`config.mk`:
```
export PLATFORM = sky130hd
export DESIGN_NAME = cdsx_exec
export DESIGN_NICKNAME = d
export VERILOG_FILES = /design/src/verilog/cdsx_pkg.sv /design/src/verilog/cdsx_exec.sv
export SDC_FILE = /design/constraint.sdc
export NUM_CORES = 1
export LEC_CHECK = 0
export ABC_CLOCK_PERIOD_IN_PS = 3700
export BUFFER_PORTS_ARGS = -buffer_cell sky130_fd_sc_hd__buf_4
export CAP_MARGIN = 25
export CORE_ASPECT_RATIO = 1.75
export CORE_MARGIN = 4
export CORE_UTILIZATION = 40
export DETAILED_ROUTE_END_ITERATION = 7
export PLACE_DENSITY = 0.64
export SYNTH_ARGS = -nofsm -noshare
export SYNTH_HDL_FRONTEND = slang
export SYNTH_SLANG_ARGS = --single-unit
```
`constraint.sdc`:
```
create_clock -name I_MCLK -period 3.7 [get_ports I_MCLK]
set_input_delay 0.185 -clock I_MCLK [delete_from_list [all_inputs] [get_ports I_MCLK]]
set_output_delay 0.185 -clock I_MCLK [all_outputs]
set_load 0.05 [all_outputs]
```
`src/verilog/cdsx_pkg.sv`:
```
package cdsx_pkg;
  // ----------------------------------------------------------------
  // Instruction word layout
  // ----------------------------------------------------------------
  localparam int INSN_W = 14;
  localparam int DATA_W = 8;
  localparam int IDX_W = 7;
  localparam int OP_MSB = 13;
  localparam int OP_LSB = 8;
  localparam int DEST_BIT = 7;
  localparam logic [5:0] OP_INVERT = 6'h09;
  localparam logic [5:0] OP_DEC_SKIP = 6'h0b;
  localparam logic DEST_ACC = 1'h0;
  // ----------------------------------------------------------------
  // Reset values
  // ----------------------------------------------------------------
  localparam logic [7:0] ACC_RST = 8'h00;
  localparam logic [1:0] QCNT_RST = 2'h0;
  typedef enum logic [1:0] {
    QP_ONE = 2'b00,
    QP_TWO = 2'b01,
    QP_THREE = 2'b10,
    QP_FOUR = 2'b11
  } quarter_t;
endpackage
```
`src/verilog/cdsx_exec.sv`:
```
`timescale 1ns/1ps
// Contract
// - Opcode 001001 inverts the indexed register and updates zero.
// - Invert: select 0 writes accumulator, select 1 writes register.
// - Invert takes one word, one cycle: decode, read, compute, write.
// - Opcode 001011 decrements the indexed register; no flag changes.
// - Decrement: select 0 writes accumulator, select 1 writes register.
// - Zero result discards next word; a whole no-operation cycle follows.
// - Nonzero result runs the next word normally in one cycle.
module cdsx_exec
  import cdsx_pkg::*;
(
  input wire logic I_MCLK, // core clock
  input wire logic I_NRST, // async reset, active low
  input wire logic [13:0] I_INSN, // fetched instruction word
  input wire logic [7:0] I_RD_DATA, // register file read data
  output logic [6:0] O_RD_IDX, // register file read index
  output logic O_RD_EN, // read strobe in quarter two
  output logic [6:0] O_WR_IDX, // register file write index
  output logic [7:0] O_WR_DATA, // register file write data
  output logic O_WR_EN, // write strobe in quarter four
  output logic [7:0] O_ACC, // working accumulator
  output logic O_ZERO_WE, // zero flag update strobe
  output logic O_ZERO, // zero flag value
  output logic O_SKIP, // current cycle is a discarded slot
  output logic [1:0] O_QPHASE // current quarter phase
);

  // ----------------------------------------------------------------
  // Helpers
  // ----------------------------------------------------------------
  function automatic logic op_is(input logic [13:0] w, input logic [5:0] op);
    return w[OP_MSB:OP_LSB] == op;
  endfunction

  function automatic logic is_null(input logic [7:0] v);
    return v == 8'h00;
  endfunction

  // ----------------------------------------------------------------
  // Quarter phase sequencer
  // ----------------------------------------------------------------
  quarter_t q_ff, nxt_q;

  always_comb
  begin
    nxt_q = quarter_t'(q_ff + 2'h1);
  end

  always_ff @(posedge I_MCLK or negedge I_NRST)
  begin
    if (!I_NRST)
      q_ff <= QP_ONE;
    else
      q_ff <= nxt_q;
  end

  // ----------------------------------------------------------------
  // Execution datapath
  // ----------------------------------------------------------------
  logic [13:0] insn_ff, nxt_insn;
  logic is_inv_ff, nxt_is_inv;
  logic is_dec_ff, nxt_is_dec;
  logic skip_ff, nxt_skip;
  logic pend_skip_ff, nxt_pend_skip;
  logic [7:0] res_ff, nxt_res;
  logic [7:0] acc_ff, nxt_acc;
  logic [6:0] rd_idx_ff, nxt_rd_idx;
  logic rd_en_ff, nxt_rd_en;
  logic [6:0] wr_idx_ff, nxt_wr_idx;
  logic [7:0] wr_data_ff, nxt_wr_data;
  logic wr_en_ff, nxt_wr_en;
  logic zwe_ff, nxt_zwe;
  logic zero_ff, nxt_zero;

  always_comb
  begin
    nxt_insn = insn_ff;
    nxt_is_inv = is_inv_ff;
    nxt_is_dec = is_dec_ff;
    nxt_res = res_ff;
    nxt_acc = acc_ff;
    nxt_rd_idx = rd_idx_ff;
    nxt_rd_en = 1'b0;
    nxt_wr_idx = wr_idx_ff;
    nxt_wr_data = wr_data_ff;
    nxt_wr_en = 1'b0;
    nxt_zwe = 1'b0;
    nxt_zero = zero_ff;
    case (nxt_q)
      QP_ONE:
      begin
        // Decode; a word taken while a skip is pending is discarded
        nxt_insn = I_INSN;
        nxt_is_inv = !pend_skip_ff &&
          op_is(I_INSN, OP_INVERT);
        nxt_is_dec = !pend_skip_ff &&
          op_is(I_INSN, OP_DEC_SKIP);
        nxt_rd_idx = I_INSN[IDX_W-1:0];
      end

      QP_TWO:
      begin
        nxt_rd_en = is_inv_ff || is_dec_ff;
      end

      QP_THREE:
      begin
        // Operand is taken while the read strobe still stands
        if (is_inv_ff)
          nxt_res = ~I_RD_DATA;
        else
          nxt_res = I_RD_DATA - 8'h01;
      end

      QP_FOUR:
      begin
        if (is_inv_ff || is_dec_ff)
        begin
          if (insn_ff[DEST_BIT] == DEST_ACC)
            nxt_acc = res_ff;
          else
          begin
            nxt_wr_en = 1'b1;
            nxt_wr_idx = insn_ff[IDX_W-1:0];
            nxt_wr_data = res_ff;
          end
        end
        if (is_inv_ff)
        begin
          nxt_zwe = 1'b1;
          nxt_zero = is_null(res_ff);
        end
      end

      default:
      begin
        nxt_rd_en = 1'b0;
      end
    endcase
  end

  // ----------------------------------------------------------------
  // Datapath registers
  // ----------------------------------------------------------------
  always_ff @(posedge I_MCLK or negedge I_NRST)
  begin
    if (!I_NRST)
    begin
      insn_ff <= '0;
      is_inv_ff <= 1'b0;
      is_dec_ff <= 1'b0;
      res_ff <= 8'h00;
      acc_ff <= ACC_RST;
      rd_idx_ff <= 7'h00;
      rd_en_ff <= 1'b0;
      wr_idx_ff <= 7'h00;
      wr_data_ff <= 8'h00;
      wr_en_ff <= 1'b0;
      zwe_ff <= 1'b0;
      zero_ff <= 1'b0;
    end
    else
    begin
      insn_ff <= nxt_insn;
      is_inv_ff <= nxt_is_inv;
      is_dec_ff <= nxt_is_dec;
      res_ff <= nxt_res;
      acc_ff <= nxt_acc;
      rd_idx_ff <= nxt_rd_idx;
      rd_en_ff <= nxt_rd_en;
      wr_idx_ff <= nxt_wr_idx;
      wr_data_ff <= nxt_wr_data;
      wr_en_ff <= nxt_wr_en;
      zwe_ff <= nxt_zwe;
      zero_ff <= nxt_zero;
    end
  end

  // ----------------------------------------------------------------
  // Skip control
  // ----------------------------------------------------------------
  always_comb
  begin
    nxt_skip = skip_ff;
    nxt_pend_skip = pend_skip_ff;
    if (nxt_q == QP_ONE)
    begin
      // The armed skip covers all four quarters of the next cycle
      nxt_skip = pend_skip_ff;
      nxt_pend_skip = 1'b0;
    end
    // Decrement touches no flag; a zero result only arms the skip
    else if (nxt_q == QP_FOUR && is_dec_ff)
      nxt_pend_skip = is_null(res_ff);
  end

  always_ff @(posedge I_MCLK or negedge I_NRST)
  begin
    if (!I_NRST)
    begin
      skip_ff <= 1'b0;
      pend_skip_ff <= 1'b0;
    end
    else
    begin
      skip_ff <= nxt_skip;
      pend_skip_ff <= nxt_pend_skip;
    end
  end

  // ----------------------------------------------------------------
  // Output ports
  // ----------------------------------------------------------------
  assign O_RD_IDX = rd_idx_ff;
  assign O_RD_EN = rd_en_ff;
  assign O_WR_IDX = wr_idx_ff;
  assign O_WR_DATA = wr_data_ff;
  assign O_WR_EN = wr_en_ff;
  assign O_ACC = acc_ff;
  assign O_ZERO_WE = zwe_ff;
  assign O_ZERO = zero_ff;
  assign O_SKIP = skip_ff;
  assign O_QPHASE = q_ff;

endmodule

```
==> results of run 1 <==
power groups by stage:
stage	combinational [µW]	clock, µW	sequential, µW
after floorplan	61.7	0	670
after global placement	209	0	601
after detailed placement	211	0	601
after CTS	212	345	590
after global routing	222	363	595
final	209	333	590
metrics by stage:
stage	hold WS [ps]	power (µW)	utilization, %	instances
global placement	241	810	49.7	289
global route	62.1	1180	51.8	298
CTS	59.4	1150	51.8	298
finish	71.0	1130	51.8	298
floorplan	-111	732	-	167
detailed placement	241	812	49.7	289
flip-flops by register name (all words and copies together), names as in the netlist:
name,count
O_ACC,8
O_QPHASE,2
O_RD_EN,1
O_SKIP,1
O_WR_DATA,8
O_WR_EN,1
O_WR_IDX,7
O_ZERO,1
O_ZERO_WE,1
insn_ff,8
is_dec_ff,1
is_inv_ff,1
pend_skip_ff,1
res_ff,8
cells by family after synthesis:
kind of cell / Yosys count / synth area share [%]
xor gates and xnor gates: 1 / 0.401
muxes: 34 / 18.3
AOI/OAI and AO/OA: 20 / 6.41
DFF: 49 / 56.1
and+or+nand+nor: 35 / 9.79
adders and majority gates: 5 / 2.86
buffers and inverters: 23 / 6.18
layout make-up:
type	instances	share of cell area [%]
clock buffers	7	3.51
clock inverters	1	0.182
inverters	11	1.50
multi-input cells	95	30.0
flip-flops and latches	49	44.6
well taps	74	3.37
repair buffers	61	16.8
final timing paths:
path	from	endpoint	cells past startpoint
worst max register to register	is_inv_ff	O_WR_DATA[2]	2
max in group asynchronous	I_NRST	O_QPHASE[0]	2
min in group asynchronous	I_NRST	O_WR_EN	2
worst min register to register	O_WR_DATA[5]	O_WR_DATA[5]	2
worst max-delay path	is_inv_ff	O_WR_DATA[2]	2
worst min-delay path	I_INSN[9]	is_inv_ff	2
placed cells by master (no fill, tap or decap), types with 3 or more instances in the layout:
| cell | n |
|---|---|
| nor4_1 | 3 |
| dfrtp_1 | 49 |
| nor2_1 | 4 |
| or3_1 | 3 |
| inv_1 | 11 |
| ha_1 | 5 |
| o21ai_0 | 7 |
| nand2_1 | 8 |
| buf_4 | 60 |
| clkbuf_8 | 7 |
| mux2_4 | 5 |
| nand3b_1 | 4 |
| mux2_2 | 27 |
layer usage:
layer	global-route usage (%)	vias to the layer above	share of wire (%)
met4	5.56	0	1.4
met3	2.99	4	4.9
met2	23.0	36	53
li1	-	685	-
met5	0	-	0
met1	14.8	703	40
==> results.md, run 1 <==
* Status: complete, no violations
* Final ANT Viol Nets at 0
* Area delta synth->final at 25.6%
* Pin count of the biggest net entering global routing at 50
* Clock Latency Late Sink at 290 ps
* Post-Syn Area at 0.00219 mm²
* Placement Setup Slack at between 1500 and 2000 ps
* Maxcap violations at 0
* Setup TNS at 0 ps
* Fraction of layout cells with a size suffix above 1 at between 40 and 50%
* Vias per inst at around 4.8
* Area of the multi-input gates at between 800 and 900 µm²
* CORE AREA at ~0.0053 mm²
* Critical Path, Cell by Cell: o211ai_4, mux2_2
* Initial Util at approximately two fifths
* Post-Syn Instances at approximately 170
* Die width at 63.9 µm
* Top cells by area, synth: dfrtp_1 (56%), mux2_2 (14%), mux2_4 (3.4%)
* F_max at about 0.57 GHz
* Root buffer cell: clkbuf_8
* Vias at 1428
* # hold bufs at CTS at 1
* CP arrival at just under 2000 ps
* Ant diodes at 0
* Setup Buffers After CTS at 0
* Sequential share of power at 52.1%
* Syn Area/Cell at 13.1 µm²
* First-pass GRT wire length at around 7000 µm
* Ratio of final minimum period to clock period at 47.8%
* Switching share of total power at between 20 and 30%
* IR drop worst, VDD at about 0.00019 V
* Post-synth top area share at between 50% and 60%
* TritonCTS Buffers at 5
* Filler Cell Count at a little under 500
* Global Route Usage Sum at around an eighth
* RSZ-0062 raised after global routing: false
* Final Skew at roughly 2.1 ps
* Final setup vio count at 0
* Synth area leader: dfrtp_1
* DRT Pass-1 Iters at 4
* Worst-path maximum fanout at 18
* Kind of critical path: reg2reg
* Final Max Tran Viols at 0
* Power share of the clock group at approximately 30%
* Fin crit period at between 1500 and 2000 ps
* Yosys cell types at 38
* Drt initial violations at 27
* Slowest cell delay on critical path at approximately 650 ps
* Predominant post-synthesis flop cell: dfrtp_1
* Most numerous cell in the Yosys netlist: dfrtp_1
* Synth Warn # at 0
* Final WS setup at 1930 ps
* DP Area at between 0.002 and 0.003 mm²
* Crit path required time at approximately 3900 ps
* DR DRC count at 0
* Clock sinks at 49
* Reg2Reg Setup Slack at around 1900 ps
* Nets@finish at around 250
* Clk slew on worst S/H paths at around 80 ps
* Top Ports at around 60
* Chip height at ~110 µm
* CTS tree: built
* Antenna violations before repair at 0
* Mapped Nets at between 150 and 200
* Yosys reg bits at 49
* Final Instance Area at between 0.002 and 0.003 mm²
* Crit path max-delay cell type: o211ai_4
* CP Buf/Inv Count at 0
* Fin. Hold Viols at 0
* PortBufs at 60
* Pint at 815 µW
* Worst setup SP type: flop
* Rel. slew slack at between 50 and 60%
* Post-synth EDFFs at 0
* H-tree depth at 2
* Worst min path class: in2reg
* Grt ovf at 0
* Synth top cells by count: dfrtp_1 (49), mux2_2 (27), inv_1 (11)
* # rows at 35
* Async SR Flop Fraction at 100%
* Combinational share of power at a little under a fifth
* Crit end category: flop
* Top delay family on crit path: compound AO/OA/AOI/OAI gates
* Slew @ Worst Pin at ~660 ps
* Routability cong. at roughly 0.7
* Sequential area share after synthesis at 56.1%
* Die ar. at between 0.006 and 0.007 mm²
* Register cell area after layout at about 0.0012 mm²
* Lkg Pwr at approximately 0.0014 µW
* Clock Path Buffers at 2
* Final HPWL from detailed placement at just over 3000 µm
* WL final at 4140 µm
* Pwr/cell area at 412 mW/mm²
* Post-CTS sizing at 0
* DR WL/cell at roughly 14 µm
* Sw power at roughly 320 µW
* Vias in the first global route at roughly 1.5k
(Power assumes the default switching activity.)
==> run 2, diff against run 1 <==
--- a/config.mk
+++ b/config.mk
@@ -5,14 +5,14 @@
 export SDC_FILE = /design/constraint.sdc
 export NUM_CORES = 1
 export LEC_CHECK = 0
-export ABC_CLOCK_PERIOD_IN_PS = 3700
+export ABC_CLOCK_PERIOD_IN_PS = 1550
 export BUFFER_PORTS_ARGS = -buffer_cell sky130_fd_sc_hd__buf_4
 export CAP_MARGIN = 25
 export CORE_ASPECT_RATIO = 1.75
 export CORE_MARGIN = 4
 export CORE_UTILIZATION = 40
 export DETAILED_ROUTE_END_ITERATION = 7
-export PLACE_DENSITY = 0.64
+export PLACE_DENSITY = 0.66
 export SYNTH_ARGS = -nofsm -noshare
 export SYNTH_HDL_FRONTEND = slang
 export SYNTH_SLANG_ARGS = --single-unit
==> constraint.sdc (replaced) <==
create_clock -name I_MCLK -period 1.55 [get_ports I_MCLK]
set_input_delay 0.0775 -clock I_MCLK [delete_from_list [all_inputs] [get_ports I_MCLK]]
set_output_delay 0.0775 -clock I_MCLK [all_outputs]
set_load 0.05 [all_outputs]
==> run 2 against run 1 <==
Compared with the run above:
- clock skew rose by 1.8 ps
- critical path depth is the same
- utilization grew 1.9 points
- cell count increased by 3.7%
- via count grew 2.1%
- clock power is 120% higher
- first-iteration DRC count fell by 44%
- die area is the same
- fmax increased by 16%
- clock-buffer cell count is 1 lower
- critical path type unchanged
- highest routed layer unchanged
==> results.md, run 2 (synthesis results as in run 1) <==
* Vias per inst at 4.72 (-1.5%)
* Dpl cells at 296 (+2.4%)
* Clock Path Buffers at 2 (unchanged)
* Post-Layout Cell Count at 309 (+3.7%)
* CTS tree: built
* Ant diodes at 0 (unchanged)
* Final Max Tran Viols at 0 (unchanged)
* Pin count of the biggest net entering global routing at 50 (unchanged)
* Clock Latency Late Sink at 300 ps (about the same)
* Clk slew on worst S/H paths at 90 ps (about the same)
* Final Skew at 3.85 ps (+1.77 ps)
* Vias at 1458 (+2.1%)
* Grt ovf at 0 (unchanged)
* Worst-path maximum fanout at 17 (-1)
* Status: complete, no violations
* TritonCTS Buffers at 5 (unchanged)
* Worst setup SP type: flop
* Nets@finish at 263 (+4.4%)
* PortBufs at 60 (unchanged)
* Final ANT Viol Nets at 0 (unchanged)
* Top Ports at 61 (unchanged)
* Crit end category: flop
* Crit path max-delay cell type: o211ai_4
* Clock sinks at 49 (unchanged)
* Commonest non-fill, non-tap cells in the layout: buf_4 (69), dfrtp_1 (47), mux2_2 (27)
* Fin. Hold Viols at 0 (unchanged)
* Area delta synth->final at 30.3%
* WL final at 4280 µm (+3.2%)
* Top delay family on crit path: compound AO/OA/AOI/OAI gates
* Lkg Pwr at 0.00138 µW (+2.2%)
* Initial Util at 41.3% (unchanged)
* Global Route Usage Sum at 13.3% (+0.22 points)
* Die width at 63.9 µm (unchanged)
* First-pass GRT wire length at 7060 µm (+0.79%)
* Fraction of layout cells with a size suffix above 1 at 51.1% (+4.2 points)
* Routability cong. at 0.712 (+0.35%)
* CP arrival at 1710 ps (-240 ps)
* F_max at 0.655 GHz (+16%)
* Final HPWL from detailed placement at 3200 µm (+2.5%)
* CORE AREA at 0.00530 mm² (unchanged)
* Pwr/cell area at 932 mW/mm² (+130%)
* Critical Path, Cell by Cell: o211ai_4, mux2_2
* RSZ-0062 raised after global routing: true
* IR drop worst, VDD at 0.000587 V (+220%)
* Die ar. at 0.00676 mm² (unchanged)
* Met1 Use GR at 15.3% (+0.42 points)
* DR DRC count at 0 (unchanged)
* Root buffer cell: clkbuf_8
* Met3 Track Usage GR at 2.45% (-0.53 points)
* CP Buf/Inv Count at 0 (unchanged)
* Slowest cell delay on critical path at 580 ps (-70 ps)
* Crit path required time at 1730 ps (-2150 ps)
* Rel. slew slack at 55.3% (-0.78 points)
* Worst min path class: in2reg
* Vias in the first global route at 1499 (+0.067%)
* # rows at 35 (unchanged)
* Met2 Track Usage GR at 23.7% (+0.67 points)
* Drt initial violations at 15 (-44%)
* Kind of critical path: reg2reg
* Gr busiest metal: met2
* Final setup vio count at 0 (unchanged)
* Most common cell after layout, fill and taps aside: buf_4
* Chip height at 106 µm (unchanged)
* Ratio of final minimum period to clock period at 98.5% (+51 points)
* Fin crit period at 1530 ps (-241 ps)
* DR WL/cell at 13.8 µm (-0.46%)
* DRT Pass-1 Iters at 4 (unchanged)
* H-tree depth at 2 (unchanged)
* Slew @ Worst Pin at 667 ps (+11.7 ps)
* Maxcap violations at 0 (unchanged)
* Antenna violations before repair at 0 (unchanged)
* Total power at 2660 µW (+130%)
run 2: what timing repair did:
item                                    in CTS  in global routing
pin swaps                                    1                  2
hold endpoints to repair                    51                  0
endpoints found under the setup margin       3                 18
hold buffers                                 3                  0
gates resized for setup                      0                  3
setup buffers                                1                  1
run 2: path summary, 6_finish.rpt:
path                                   start           end  slack (ps)  depth (start not counted)
worst min register to register  O_WR_DATA[5]  O_WR_DATA[5]         490                          2
worst min-delay path               I_INSN[1]    insn_ff[1]           8                          2
worst max register to register     is_inv_ff  O_WR_DATA[2]          20                          2
max in group asynchronous             I_NRST   O_QPHASE[1]         790                          2
min in group asynchronous             I_NRST        O_SKIP         330                          2
worst max-delay path               is_inv_ff  O_WR_DATA[2]          20                          2
run 2: worst reg2reg max path, delay by kind of cell (launching register included):
kind	cells	cell delay (ps)
flops	1	420
compound gates	1	580
mux	1	420
run 2: metal layers:
metal	vias to the layer above	part of all wire (%)
li1	715	-
met1	703	42
met2	36	53
met3	4	3.8
met4	0	1.2
met5	-	0
run 2: layout make-up:
| class | count | area (µm²) |
|---|---|---|
| clock buffers | 6 | 72.6 |
| clock inverters | 2 | 15.0 |
| fillers | 496 | 2450 |
| inverters | 11 | 43.8 |
| multi-input cells | 95 | 848 |
| flip-flops and latches | 49 | 1230 |
| well taps | 74 | 92.6 |
| repair buffers | 72 | 548 |
run 2: report_power, final:
part | internal, µW | switching [µW]
sequential | 1350 | 52.9
combinational | 193 | 313
clock | 319 | 424
run 2: per-stage QoR:
stage	hold slack, ps	utilization (%)	setup slack [ps]	setup TNS, ps	cell area (µm²)
after global placement	137	51.1	31.2	0	2710
after CTS	0.475	53.4	3.30	0	2830
after global routing	0.319	53.8	-14.3	-42.5	2850
final	8.40	53.8	23.4	0	2850
after detailed placement	135	51.1	12.6	0	2710
after floorplan	-218	-	6.00	0	2210
==> run 3, diff against run 2 <==
--- a/config.mk
+++ b/config.mk
@@ -12,6 +12,7 @@
 export CORE_MARGIN = 4
 export CORE_UTILIZATION = 40
 export DETAILED_ROUTE_END_ITERATION = 7
+export GPL_TIMING_DRIVEN = 0
 export PLACE_DENSITY = 0.66
 export SYNTH_ARGS = -nofsm -noshare
 export SYNTH_HDL_FRONTEND = slang
==> run 3 against run 2 <==
Compared with the run above:
- clock skew up 5.3 ps
- total power rose by 8.3%
- non-clock buffer count grew 10
- sequential share of layout area shrank 2.0 points
- via count rose by 3.9%
- largest cell class unchanged
- flip-flop and latch count unchanged
- cell count rose by 3.2%
==> results.md, run 3 (synthesis results as in run 1) <==
* Hold slack at 8.56 ps (+0.155 ps)
* Critical Path, Cell by Cell: inv_2, ha_4, o21ai_2, nor2_4, buf_12, mux2_2
* Antenna violations before repair at 0 (unchanged)
* Fin. Hold Viols at 0 (unchanged)
* Top Ports at 61 (unchanged)
* Die ar. at 0.00676 mm² (unchanged)
* WL final at 4490 µm (+5.0%)
* DR WL/cell at 14.1 µm (+1.7%)
* DR DRC count at 0 (unchanged)
* Placement Setup Slack at 5.39 ps (-7.23 ps)
* Kind of critical path: reg2reg
* Vias at 1515 (+3.9%)
* TritonCTS Buffers at 5 (unchanged)
* Total power at 2880 µW (+8.3%)
* IR drop worst, VDD at 0.000546 V (-7.0%)
* R2r worst-path depth at 6 (+4)
* Levels on crit path at 6 (+4)
* Top delay family on crit path: flip-flops
* Final setup vio count at 0 (unchanged)
* RSZ-0062 raised after global routing: false
* Ant diodes at 0 (unchanged)
* Slew @ Worst Pin at 618 ps (-49.2 ps)
* Pin count of the biggest net entering global routing at 50 (unchanged)
* Reg2Reg Setup Slack at 90 ps (+70 ps)
* CP arrival at 1640 ps (-70 ps)
* Final ANT Viol Nets at 0 (unchanged)
* Chip height at 106 µm (unchanged)
* H-tree depth at 2 (unchanged)
* # rows at 35 (unchanged)
* Worst min path class: in2reg
* Worst setup SP type: flop
* Final Instance Area at 0.00299 mm² (+4.8%)
* Vias in the first global route at 1541 (+2.8%)
* Final Max Tran Viols at 0 (unchanged)
* Commonest non-fill, non-tap cells in the layout: buf_4 (72), dfrtp_1 (47), mux2_2 (25)
* DP Area at 0.00275 mm² (+1.6%)
* Crit end category: flop
* Maxcap violations at 0 (unchanged)
* First-pass GRT wire length at 7380 µm (+4.5%)
* Clock Path Buffers at 2 (unchanged)
* Setup TNS at 0 ps (unchanged)
* Clock sinks at 49 (unchanged)
* PortBufs at 60 (unchanged)
* Most common cell after layout, fill and taps aside: buf_4
* Grt ovf at 0 (unchanged)
* Pwr/cell area at 963 mW/mm² (+3.3%)
* Slowest cell delay on critical path at 440 ps (-140 ps)
* Final WS setup at 94.1 ps (+70.7 ps)
* Root buffer cell: clkbuf_8
* Area delta synth->final at 36.6%
* CORE AREA at 0.00530 mm² (unchanged)
* Nets@finish at 273 (+3.8%)
* Ratio of final minimum period to clock period at 93.9% (-4.6 points)
* Clock Latency Late Sink at 300 ps (about the same)
* Global Route Usage Sum at 13.8% (+0.51 points)
* Clk slew on worst S/H paths at 90 ps (about the same)
* Worst-path maximum fanout at 8 (-9)
* Status: complete, no violations
* Final Skew at 9.11 ps (+5.26 ps)
* Rel. slew slack at 58.8% (+3.5 points)
* Initial Util at 41.3% (unchanged)
* Fraction of layout cells with a size suffix above 1 at 52.7% (+1.6 points)
* CTS tree: built
* Crit path required time at 1730 ps (about the same)
* Vias per inst at 4.75 (+0.65%)
* DRT Pass-1 Iters at 4 (unchanged)
* CP Buf/Inv Count at 2 (+2)
* Crit path max-delay cell type: dfrtp_2
* Hold depth at 2 (unchanged)
* Lkg Pwr at 0.00146 µW (+5.6%)
* Final HPWL from detailed placement at 3330 µm (+4.3%)
* Die width at 63.9 µm (unchanged)
* Routability cong. at 0.799 (+12%)
* Drt initial violations at 24 (+9)
* F_max at 0.687 GHz (+4.9%)
* Fin crit period at 1460 ps (-70.7 ps)
==> run 3: changes by cell type in the layout (fill, tap and decap cells not counted), moves of 2 or more <==
cell / before / now
mux2_2: 27 / 25
mux2_4: 5 / 7
dlygate4sd3_1: 3 / 5
buf_4: 69 / 72
buf_2: 0 / 2
==> run 3: routing by layer <==
metal,up-vias,GRT usage (%),share of wire [%]
li1,725,-,-
met1,744,16.0,40
met2,42,24.6,55
met3,4,2.67,4.2
met4,0,5.10,1.4
met5,-,0,0
==> run 3: final cells by class <==
class | instances | area, µm²
buffer | 12 | 96.3
clock buffer | 6 | 82.6
clock inverter | 2 | 37.5
fill | 467 | 2310
inverter | 11 | 41.3
multi-input combinational | 95 | 857
sequential | 49 | 1230
tap | 74 | 92.6
timing repair buffer | 70 | 551
==> run 3: metrics by stage <==
step / cells / utilization (%)
after floorplan: 167 / -
after global placement: 301 / 51.9
after detailed placement: 301 / 51.9
after CTS: 314 / 55.1
after global routing: 319 / 56.4
final: 319 / 56.4
==> run 3: final timing paths <==
| path | start | end |
|---|---|---|
| max | O_QPHASE[0] | O_ACC[4] |
| min | I_INSN[0] | insn_ff[0] |
| max reg2reg | O_QPHASE[0] | O_ACC[4] |
| min reg2reg | O_WR_DATA[5] | O_WR_DATA[5] |
| max in group asynchronous | I_NRST | O_QPHASE[0] |
| min in group asynchronous | I_NRST | O_WR_IDX[6] |
==> run 3: repair_timing <==
action / CTS / global route
setup buffers: 0 / 5
resized for setup: 0 / 4
hold buffers: 5 / 0
hold endpoints to repair: 53 / 0
pin swaps: 1 / 2
setup endpoints to repair: 4 / 16
==> run 3: power by group <==
group	internal [µW]	total, µW	switching (µW)
clock	525	942	417
sequential	1350	1410	54.0
combinational	209	526	317
